[src/sdf_pkg.sv]
package sdf_pkg;
    // Decimation modes
    localparam int SDF_NORM_PERIOD     = 512;
    localparam int SDF_LOW_PERIOD      = 5120;
    localparam int SDF_NORM_UPDATE     = 170;
    localparam int SDF_LOW_UPDATE      = 1700;
    localparam int SDF_TAPS_PER_STAGE  = 171;
    localparam int SDF_TOTAL_TAPS      = 511;
    localparam int SDF_NORM_WIDTH      = 21;
    localparam int SDF_LOW_WIDTH       = 33;
    localparam int SDF_OUT_WIDTH       = 16;
    localparam int SDF_ACC_BITS        = 12;
    localparam int SDF_LOW_OUT_LSB     = 18;
    localparam int SDF_NORM_OUT_LSB    = SDF_NORM_WIDTH - SDF_OUT_WIDTH;
    localparam int SDF_CHANNELS        = 4;
    localparam int SDF_CH_BITS         = 2;
    localparam int SDF_CNT_BITS        = 13;
    localparam int SDF_SETTLE_CYCLES   = 30;
    localparam int SDF_LOW_SEL_BIT     = 14;
    typedef enum logic [0:0] {SDF_NORMAL, SDF_LOW_RATE} sdf_mode_t;
endpackage

[src/sdf_sync2.sv]
`timescale 1ns/1ps
module sdf_sync2
#(
    parameter int W = 1
)
(
    input  wire logic         clk,
    input  wire logic         sys_rst,
    input  wire logic [W-1:0] async_in,
    output logic      [W-1:0] sync_out
);
    logic [W-1:0] meta;
    logic [W-1:0] next_meta;
    logic [W-1:0] next_sync_out;

    always_comb
    begin
        next_meta     = async_in;
        next_sync_out = meta;
    end

    always_ff @(posedge clk)
    begin
        if (sys_rst)
        begin
            meta     <= '0;
            sync_out <= '0;
        end
        else
        begin
            meta     <= next_meta;
            sync_out <= next_sync_out;
        end
    end
endmodule

[src/sdf_sinc3_filter.sv]
`timescale 1ns/1ps
// Functional notes
// - Modulator bitstream feeds a third-order sinc low-pass decimator.
// - Three moving-sum stages of 171 taps, 511 taps overall.
// - Three integrators at oversampling rate, three differentiators decimated.
// - Normal mode registers 21 bits, output keeps upper 16 bits.
// - All 16 output bits readable; top 12 are the accurate ones.
// - Decimated section updates at count 1700 low-rate, 170 normal.
// - Low-rate widens to 33 bits, output bits 33:18 of last stage.
// - Filter cleared every 5120 cycles low-rate, 512 normal.
// - One sample per 512 oversampling clocks, or 5120 low-rate.
// - Samples go to four per-channel 16-bit result registers.
// - Results are signed two's complement around the common-mode level.
// - Analog section powered down while the power control bit is clear.
// - Digital section stops through the standard clock gating.
// - First cycle of each period resets modulator and clears filter.
// - Low-rate select chooses decimation 512 or 5120.
// - Bus-clocked registers; oversampling signals double-flop synchronised.
module sdf_sinc3_filter
#(
    parameter int ACC_W = sdf_pkg::SDF_LOW_WIDTH + 1
)
(
    input  wire logic                              clk,
    input  wire logic                              sys_rst,
    input  wire logic                              mod_clk,
    input  wire logic                              mod_bit,
    input  wire logic                              low_rate_select,
    input  wire logic                              analog_enable,
    input  wire logic                              single_channel,
    input  wire logic [sdf_pkg::SDF_CH_BITS-1:0]   channel_addr,
    output logic                                   analog_power_on,
    output logic                                   modulator_reset,
    output logic [sdf_pkg::SDF_CH_BITS-1:0]        channel_sel,
    output logic [sdf_pkg::SDF_OUT_WIDTH-1:0]      sample_data,
    output logic                                   sample_valid,
    output logic [sdf_pkg::SDF_CH_BITS-1:0]        sample_channel,
    output logic [4*sdf_pkg::SDF_OUT_WIDTH-1:0]    channel_result_regs
);
    import sdf_pkg::*;

    localparam logic [SDF_CNT_BITS-1:0] NORM_LAST =
        SDF_CNT_BITS'(SDF_NORM_PERIOD - 1);
    localparam logic [SDF_CNT_BITS-1:0] LOW_LAST =
        SDF_CNT_BITS'(SDF_LOW_PERIOD - 1);
    localparam logic [SDF_CNT_BITS-1:0] NORM_UPD =
        SDF_CNT_BITS'(SDF_NORM_UPDATE);
    localparam logic [SDF_CNT_BITS-1:0] LOW_UPD =
        SDF_CNT_BITS'(SDF_LOW_UPDATE);

    ////////////////////////////////////////////////////////////////////////
    // Oversampling clock and bit are pins: two flops before use
    logic mod_clk_s;
    logic mod_bit_s;
    logic mod_clk_d;
    logic next_mod_clk_d;
    logic tick;

    sdf_sync2 #(.W(2)) u_sync
    (
        .clk      (clk),
        .sys_rst  (sys_rst),
        .async_in ({mod_clk, mod_bit}),
        .sync_out ({mod_clk_s, mod_bit_s})
    );

    always_comb
    begin
        next_mod_clk_d = mod_clk_s;
    end

    always_ff @(posedge clk)
    begin
        if (sys_rst)
            mod_clk_d <= 1'b0;
        else
            mod_clk_d <= next_mod_clk_d;
    end

    // One oversampling step per rising edge of the synchronised clock
    assign tick = mod_clk_s & ~mod_clk_d;

    ////////////////////////////////////////////////////////////////////////
    // Filter datapath
    sdf_mode_t                   mode;
    logic [SDF_CNT_BITS-1:0]     cnt;
    logic [ACC_W-1:0]            integ [3];
    logic [ACC_W-1:0]            diff  [3];
    logic [ACC_W-1:0]            dly   [3];
    logic [SDF_CH_BITS-1:0]      chan;
    logic                        pwr;
    logic                        mrst;
    logic [SDF_OUT_WIDTH-1:0]    res   [SDF_CHANNELS];
    logic [SDF_OUT_WIDTH-1:0]    sdata;
    logic                        svalid;
    logic [SDF_CH_BITS-1:0]      schan;

    sdf_mode_t                   next_mode;
    logic [SDF_CNT_BITS-1:0]     next_cnt;
    logic [ACC_W-1:0]            next_integ [3];
    logic [ACC_W-1:0]            next_diff  [3];
    logic [ACC_W-1:0]            next_dly   [3];
    logic [SDF_CH_BITS-1:0]      next_chan;
    logic                        next_pwr;
    logic                        next_mrst;
    logic [SDF_OUT_WIDTH-1:0]    next_res   [SDF_CHANNELS];
    logic [SDF_OUT_WIDTH-1:0]    next_sdata;
    logic                        next_svalid;
    logic [SDF_CH_BITS-1:0]      next_schan;

    always_comb
    begin
        logic [SDF_CNT_BITS-1:0] last;
        logic [SDF_CNT_BITS-1:0] upd;
        logic [ACC_W-1:0]        in_val;
        logic [ACC_W-1:0]        stage_in;
        logic [ACC_W-1:0]        fin;
        last        = (mode == SDF_LOW_RATE) ? LOW_LAST : NORM_LAST;
        upd         = (mode == SDF_LOW_RATE) ? LOW_UPD : NORM_UPD;
        in_val      = '0;
        stage_in    = '0;
        fin         = '0;
        next_mode   = mode;
        next_cnt    = cnt;
        next_integ  = integ;
        next_diff   = diff;
        next_dly    = dly;
        next_chan   = chan;
        next_pwr    = analog_enable;
        next_mrst   = 1'b0;
        next_res    = res;
        next_sdata  = sdata;
        next_svalid = 1'b0;
        next_schan  = schan;
        if (!pwr)
        begin
            // Powered down: zero the counter so the next period starts clean
            next_cnt  = '0;
            next_mrst = 1'b1;
            next_mode = low_rate_select ? SDF_LOW_RATE : SDF_NORMAL;
        end
        else if (tick)
        begin
            if (cnt == '0)
            begin
                // Clear all filter stages on the first cycle of a period
                next_mrst = 1'b1;
                for (int i = 0; i < 3; i++)
                begin
                    next_integ[i] = '0;
                    next_diff[i]  = '0;
                    next_dly[i]   = '0;
                end
            end
            else
            begin
                // Integrators at the oversampling rate
                // Bit 1 maps to +1, bit 0 to -1, so mid-scale gives zero
                in_val = mod_bit_s ? ACC_W'(1) : '1;
                next_integ[0] = integ[0] + in_val;
                next_integ[1] = integ[1] + integ[0];
                next_integ[2] = integ[2] + integ[1];
                // Comb section steps every upd counts
                if ((cnt % upd) == '0)
                begin
                    stage_in = integ[2];
                    for (int i = 0; i < 3; i++)
                    begin
                        next_diff[i] = stage_in - dly[i];
                        next_dly[i]  = stage_in;
                        stage_in     = stage_in - dly[i];
                    end
                end
            end
            if (cnt == last)
            begin
                // Period end: one sample per channel slot
                fin = diff[2];
                if (mode == SDF_LOW_RATE)
                    next_sdata = fin[SDF_LOW_OUT_LSB +: SDF_OUT_WIDTH];
                else
                    next_sdata = fin[SDF_NORM_OUT_LSB +: SDF_OUT_WIDTH];
                next_svalid     = 1'b1;
                next_schan      = chan;
                next_res[chan]  = next_sdata;
                next_chan       = single_channel ? channel_addr : chan + 1'b1;
                next_cnt        = '0;
                // Mode change is only taken at period end or while powered down
                next_mode = low_rate_select ? SDF_LOW_RATE : SDF_NORMAL;
            end
            else
            begin
                next_cnt = cnt + 1'b1;
            end
        end
    end

    always_ff @(posedge clk)
    begin
        if (sys_rst)
        begin
            mode   <= SDF_NORMAL;
            cnt    <= '0;
            chan   <= '0;
            pwr    <= 1'b0;
            mrst   <= 1'b1;
            sdata  <= '0;
            svalid <= 1'b0;
            schan  <= '0;
            for (int i = 0; i < 3; i++)
            begin
                integ[i] <= '0;
                diff[i]  <= '0;
                dly[i]   <= '0;
            end
            for (int i = 0; i < SDF_CHANNELS; i++)
                res[i] <= '0;
        end
        else
        begin
            mode   <= next_mode;
            cnt    <= next_cnt;
            integ  <= next_integ;
            diff   <= next_diff;
            dly    <= next_dly;
            chan   <= next_chan;
            pwr    <= next_pwr;
            mrst   <= next_mrst;
            res    <= next_res;
            sdata  <= next_sdata;
            svalid <= next_svalid;
            schan  <= next_schan;
        end
    end

    ////////////////////////////////////////////////////////////////////////
    // Outputs straight from flops; clock gating is outside
    genvar g;
    generate
        for (g = 0; g < SDF_CHANNELS; g++)
        begin : g_res
            assign channel_result_regs[g*SDF_OUT_WIDTH +: SDF_OUT_WIDTH] =
                res[g];
        end
    endgenerate

    assign analog_power_on = pwr;
    assign modulator_reset = mrst;
    assign channel_sel     = chan;
    assign sample_data     = sdata;
    assign sample_valid    = svalid;
    assign sample_channel  = schan;
endmodule

[config.mk]
export PLATFORM = sky130hd
export DESIGN_NAME = sdf_sinc3_filter
export DESIGN_NICKNAME = d
export VERILOG_FILES = /design/src/sdf_pkg.sv /design/src/sdf_sync2.sv /design/src/sdf_sinc3_filter.sv
export SDC_FILE = /design/constraint.sdc
export NUM_CORES = 1
export LEC_CHECK = 0
export BUFFER_PORTS_ARGS = -buffer_cell sky130_fd_sc_hd__clkbuf_2
export CORE_MARGIN = 5
export CORE_UTILIZATION = 57
export DETAILED_ROUTE_END_ITERATION = 8
export HOLD_SLACK_MARGIN = 0.08
export PLACE_DENSITY = 0.77
export SLEW_MARGIN = 20
export SYNTH_ARGS = -nofsm -noshare
export SYNTH_HDL_FRONTEND = slang
export SYNTH_HIERARCHICAL = 1
export SYNTH_SLANG_ARGS = --single-unit
[constraint.sdc]
create_clock -name clk -period 12.23 [get_ports clk]
set_clock_uncertainty 0.1 [all_clocks]
set_input_delay 2.446 -clock clk [delete_from_list [all_inputs] [get_ports clk]]
set_output_delay 2.446 -clock clk [all_outputs]
set_load 0.03 [all_outputs]
==> metrics.cfg, run 1 <==
[routing]
drt_iter0_drc = 1810
ant_nets = 0
highest_layer = met4
dr.pass1.iters = 5
route.met2.wl_um = 27100
drc = 0
wl_met3_um = 3490
routed_via_density = 6.12
wl_um = 58600
wl_met1_um = 26600
drt-wirelength-per-cell_um = 16.6
num_vias = 21500

[timing]
slew_headroom_pct = 29.2
period_minus_slack_ns = 11.72
setup_viol = 0
worstMarginPinSlew_ns = 1.04
timing.setup.tns_ns = 0
rsz0062_at_grt = true
post-route-period-util_pct = 95.8
fmax_ghz = 0.0853
hold_viol = 0
drv_slew = 0

[synthesis]
synth-xor-area-share_pct = 6.97
synth_top_family_by_area = compound AO/OA/AOI/OAI gates
ys_ff_latch = 339
ys_async_sr_fraction_pct = 0
synth-warning-count = 6
synthFlopType = dfxtp_1
synthAdderAreaFrac_pct = 12.7
synth_cell_type_count = 98
synth_compound_area_share_pct = 26.4
muxShareOfSynthArea_pct = 1.41
netlist_area_um2 = 23500
ys_seq_area_share_pct = 28.9
syn_inst = 2916
yosys.area_share.simple_pct = 18.1
synth_edf_count = 0
synth_nets = 3161
syn_avg_cell_area_um2 = 8.06

[pwr]
sw_frac_of_total_pct = 22.3
leakagePower_nw = 10.5
ir_drop_v = 0.0000747
p_sw_mw = 0.521
pwr-share-clk_pct = 49.0
p_per_area_nw_per_um2 = 90.1
p_int_mw = 1.82
power_mw = 2.34
power_frac_seq_pct = 47.4
p_comb_share_pct = 3.6

[floorplanning]
io_pins = 96
die-area_um2 = 45400
start_util_pct = 57.6
coreArea_um2 = 40800
fp.dieW_um = 213
die_height_um = 213
num_rows = 74

[placed_design]
portBuffers = 95
gp_congestion = 0.889
dp_hpwl_um = 41000

[global_route]
grt_pass1_wl_um = 96400
grt_use_total_pct = 24.5
antenna_found_initial = 0
grt-ovfl-total = 0
grt_max_degree = 113
grt_pass1_vias = 20600

[status]
status = completed

[worst_setup_path]
end_kind = flop
criticalPathCategory = flop to flop
cp_max_fo = 31
worst_path_largest_cell_delay_ns = 0.57
critical_path_arrival_ns = 12.04
cpMaxStageDelayCell = or4b_1
critPathLaunchType = flop
critPathMostFrequentCell = ha_1
required_ns = 12.54

[worst_hold_path]
hp-class = flop to flop

[clock_network]
clk_pin_slew_ns = 0.06
htree_num_levels = 2
cts_buffer_depth = 3
insertion_delay_ns = 0.54
cts_sinks = 339
cts_root_buf = clkbuf_16
cts_tree = done
cts_buffers = 36

[cells_and_area]
multi_input_area_um2 = 15600
syn2layout_area_growth_pct = 10.3
nets = 3204
n_fill_cell = 3417
n_antenna_cell = 0
ff_latch_area_um2 = 6790
drive_above_1_share_pct = 10.7

[flow_run]
maxCapViolCount = 0

[power groups by stage]
stage | clock, mW | combinational, mW | sequential [mW]
after global placement | 0 | 0.0788 | 1.13
final | 1.15 | 0.0847 | 1.11
after detailed placement | 0 | 0.0810 | 1.13
after global routing | 1.21 | 0.0927 | 1.11
after floorplan | 0 | 0.0618 | 1.13
after CTS | 1.17 | 0.0814 | 1.11
[synth_stat cells, types with 6 or more instances]
master	number	area (um2)
dfxtp_1	339	6790
nor2_1	303	1140
a21oi_1	254	1270
ha_1	231	2890
o21ai_0	177	886
inv_1	165	619
nand3_1	154	771
nand2_1	130	488
xnor2_1	125	1090
clkbuf_1	114	428
a211oi_1	95	713
xor2_1	62	543
nor3_1	60	300
a22oi_1	59	443
a21o_1	43	323
a32o_1	33	330
and2_1	33	206
o21a_1	33	248
nand2b_1	32	200
or3_1	29	181
mux2i_1	27	270
or2_2	27	169
o21bai_1	26	195
nor2b_1	25	156
a31oi_1	23	144
and3_1	23	144
o31ai_1	23	173
o211ai_1	19	143
o31a_1	18	158
nand4_1	16	100
a31o_2	15	131
o2111ai_1	13	114
a21boi_0	12	90.1
buf_2	12	60.1
buf_6	10	113
a32oi_1	9	78.8
nand3b_1	9	67.6
o21ai_1	9	45.0
or4_1	8	60.1
buf_4	6	45.0
[registers in the layout, summed over array words and instances (netlist names), 2 cells and up]
name,flops
diff,29
channel_sel,2
cnt,13
u_sync/sync_out,2
u_sync/meta,2
channel_result_regs,64
dly,102
sample_data,16
integ,102
sample_channel,2
[layout by cell type (no fill, tap or decap), types with 27 or more instances in the layout]
cell         n
o21ai_0    170
clkbuf_2    94
o21a_1      32
nand2_1    128
a32o_1      33
a21oi_1    251
dfxtp_1    338
buf_4       48
a211oi_1    94
or2_2       27
nor3_1      60
nor2_1     297
a22oi_1     59
nand3_1    154
xor2_1      62
or3_1       29
inv_1      164
nand2b_1    31
ha_1       230
and2_1      30
xnor2_1    125
a21o_1      43
clkbuf_16   38
[cell type report]
type | instances | area share, %
well taps | 532 | 2.57
clock inverters | 13 | 0.724
inverters | 166 | 2.42
clock buffers | 52 | 4.17
repair buffers | 151 | 3.82
flip-flops and latches | 339 | 26.2
multi-input cells | 2265 | 60.1
[critical path: cells and delay by family (launching register included)]
kind	cells	cell delay [ns]
compound gates	27	4.41
xor+xnor	1	0.19
fa+ha+maj	6	1.96
buf+inv	3	0.48
flops	1	0.41
mux	2	0.61
simple gates	16	3.41
[stage by stage]
stage | cells | hold WS, ns | instance area (um2) | setup WS, ns | util, %
global route | 3518 | 0.369 | 25900 | -0.0993 | 63.5
global placement | 3439 | 0.351 | 24400 | 0.0126 | 59.7
CTS | 3504 | 0.356 | 25700 | 0.0521 | 62.8
finish | 3518 | 0.352 | 25900 | 0.509 | 63.5
detailed placement | 3439 | 0.328 | 24400 | -0.500 | 59.7
floorplan | 2916 | 0.314 | 23500 | 0.0476 | -
[final timing paths]
| kind | from | endpoint | slack [ns] | depth (start not counted) |
|---|---|---|---|---|
| max | mode | diff[6] | 0.51 | 55 |
| min | u_sync/meta[1] | u_sync/sync_out[1] | 0.35 | 1 |
| max reg2reg | mode | diff[6] | 0.51 | 55 |
| min reg2reg | u_sync/meta[1] | u_sync/sync_out[1] | 0.35 | 1 |
[metal layers]
| metal | GRT usage (%) | vias to the layer above |
|---|---|---|
| li1 | - | 10700 |
| met1 | 32.7 | 10000 |
| met2 | 42.0 | 671 |
| met3 | 2.97 | 113 |
| met4 | 6.82 | 0 |
| met5 | 0 | - |
[repair_timing]
action / 4_1_cts / 5_1_grt
endpoints found under the hold margin: 0 / 0
gates cloned: 0 / 2
setup endpoints to repair: 129 / 131
hold buffers: 0 / 0
resized for setup: 8 / 36
buffers inserted: 0 / 12
pin swaps: 2 / 9
[kinds of logic (layout without fill, tap and decap cells)]
family | count (synthesis) | in the layout
xor+xnor | 187 | 187
compound gates | 932 | 932
mux | 32 | 32
simple gates | 878 | 878
buf+inv | 312 | 382
flops | 339 | 339
fa+ha+maj | 236 | 236
Power figures use the tool's default switching activity.
==> run 2: changes to the inputs <==
- ABC_AREA: default -> 1
- SKIP_CTS_REPAIR_TIMING: default -> 1
- TNS_END_PERCENT: default -> 30
==> run 2 against run 1 <==
  * Global-route usage up 1.2 points
  * Clock power up 3%
  * Routed wire length up 2.9%
  * Critical path type unchanged
  * Sequential share of layout area up 0.29 points
  * Power up 2.2%
  * Synthesized area up 0.60%
==> metrics.cfg, run 2 <==
[status]
status = completed

[clock_network]
cts_root_buf = clkbuf_16
cts_sinks = 339
insertion_delay_ns = 0.56
clk_pin_slew_ns = 0.06
cts_tree = done
htree_num_levels = 2
cts_buffer_depth = 3
cts_buffers = 38

[worst_setup_path]
crit_buf_inv = 9
critical_path_arrival_ns = 11.31
cp_max_fo = 65
criticalPathCategory = flop to flop
crit_family = simple AND/OR/NAND/NOR gates
end_kind = flop
r2r_start = mode
critPathMostFrequentCell = nand2_1
critPathLaunchType = flop
cp-startpoint = mode
required_ns = 12.61
cpMaxStageDelayCell = buf_6
worst_path_largest_cell_delay_ns = 0.52

[cells_and_area]
layout_common_cells = nand2_1, a21oi_1, inv_1
n_antenna_cell = 0
drive_above_1_share_pct = 10.5
fin_cells = 4030
nets = 3714
layout_commonest_cell = nand2_1
syn2layout_area_growth_pct = 8.39

[global_route]
grt_pass1_wl_um = 100000
grt_use_total_pct = 25.7
antenna_found_initial = 0
grt-ovfl-total = 0
grt_max_degree = 137
grt_pass1_vias = 21300

[synthesis]
synth-warning-count = 6
syn_inst = 3441
synth_edf_count = 0
synth_top_area_share_pct = 28.7
netlist_top_cells_area = dfxtp_1, nand2_1, ha_1
ys_ff_latch = 339
synthTopCellsByCount = nand2_1, a21oi_1, inv_1
yosysMostFrequentCell = nand2_1
synth_cell_type_count = 61
ys_seq_area_share_pct = 28.7
ys_async_sr_fraction_pct = 0
syn_avg_cell_area_um2 = 6.87
synthFlopType = dfxtp_1
synth_area_leader_cell = dfxtp_1
synth_nets = 3686
netlist_area_um2 = 23600

[floorplanning]
die_height_um = 214
start_util_pct = 57.8
fp.dieW_um = 214
die-area_um2 = 45700
coreArea_um2 = 40900
io_pins = 96
num_rows = 74

[routing]
ant_nets = 0
drt_iter0_drc = 1642
wl_um = 60300
routed_via_density = 5.59
num_vias = 22500
drc = 0
drt-wirelength-per-cell_um = 15.0
dr.pass1.iters = 6

[placed_design]
portBuffers = 95
dp_hpwl_um = 43600
dpl_worst_slack_ns = 1.03
dp.cells = 3961
gp_congestion = 0.924

[pwr]
ir_drop_v = 0.0000930
power_mw = 2.39
p_per_area_nw_per_um2 = 93.2
leakagePower_nw = 11.5

[flow_run]
maxCapViolCount = 0

[timing]
post-route-period-util_pct = 89.4
fmax_ghz = 0.0915
drv_slew = 0
worst_slack_ns = 1.30
period_minus_slack_ns = 10.93
hold_viol = 0
worstMarginPinSlew_ns = 1.11
slew_headroom_pct = 25.9
rsz0062_at_grt = false
setup_viol = 0
timing.setup.tns_ns = 0

[worst_hold_path]
hp-start = u_sync/meta[1]
hp-class = flop to flop

## run 2: worst min-delay path, cell delays in order, from the launching register on
cell and delay [ns]:
dfxtp_1 0.29, inv_1 0.04, nor2_1 0.03
## run 2: cell families (layout without fill, tap and decap cells)
kind of cell / after synthesis / in the layout / synth area share [%]
compound gates: 809 / 809 / 19.3
xor+xnor: 101 / 101 / 3.74
buf+inv: 537 / 594 / 9.21
fa+ha+maj: 236 / 236 / 12.6
flops: 339 / 339 / 28.7
simple gates: 1419 / 1419 / 26.4
## run 2: worst paths after layout
path         cells after the start  slack [ns]                 end
max                             69        1.30             dly[84]
min                              2        0.30  u_sync/sync_out[1]
max reg2reg                     69        1.30             dly[84]
min reg2reg                      2        0.30  u_sync/sync_out[1]
## run 2: final cells by class
class | instances | area [um2]
clock buffer | 56 | 1080
inverter | 414 | 1560
fill | 3665 | 15300
sequential | 339 | 6790
timing repair buffer | 111 | 638
clock inverter | 13 | 196
tap | 532 | 666
multi-input combinational | 2565 | 14700
## run 2: power by group
part | total (mW) | internal (mW) | switching (mW)
Sequential | 1.11 | 1.11 | 0.00194
Combinational | 0.0945 | 0.0253 | 0.0692
Clock | 1.19 | 0.701 | 0.484
## run 2: per-layer routing
| layer | wire [um] | part of all wire [%] | GRT usage (%) | vias up |
|---|---|---|---|---|
| li1 | - | - | - | 11500 |
| met1 | 26100 | 43 | 32.5 | 10300 |
| met2 | 29400 | 49 | 45.6 | 578 |
| met3 | 3080 | 5.1 | 3.23 | 133 |
| met4 | 1660 | 2.8 | 8.31 | 0 |
| met5 | 0 | 0 | 0 | - |
## run 2: per-stage QoR
| stage | instance area [um2] | hold WS, ns | utilization [%] |
|---|---|---|---|
| 2_1_floorplan | 23600 | 0.288 | - |
| 3_3_place_gp | 24300 | 0.296 | 59.5 |
| 3_5_place_dp | 24300 | 0.302 | 59.5 |
| 4_1_cts | 25600 | 0.306 | 62.6 |
| 5_1_grt | 25600 | 0.313 | 62.6 |
| 6_report | 25600 | 0.301 | 62.6 |
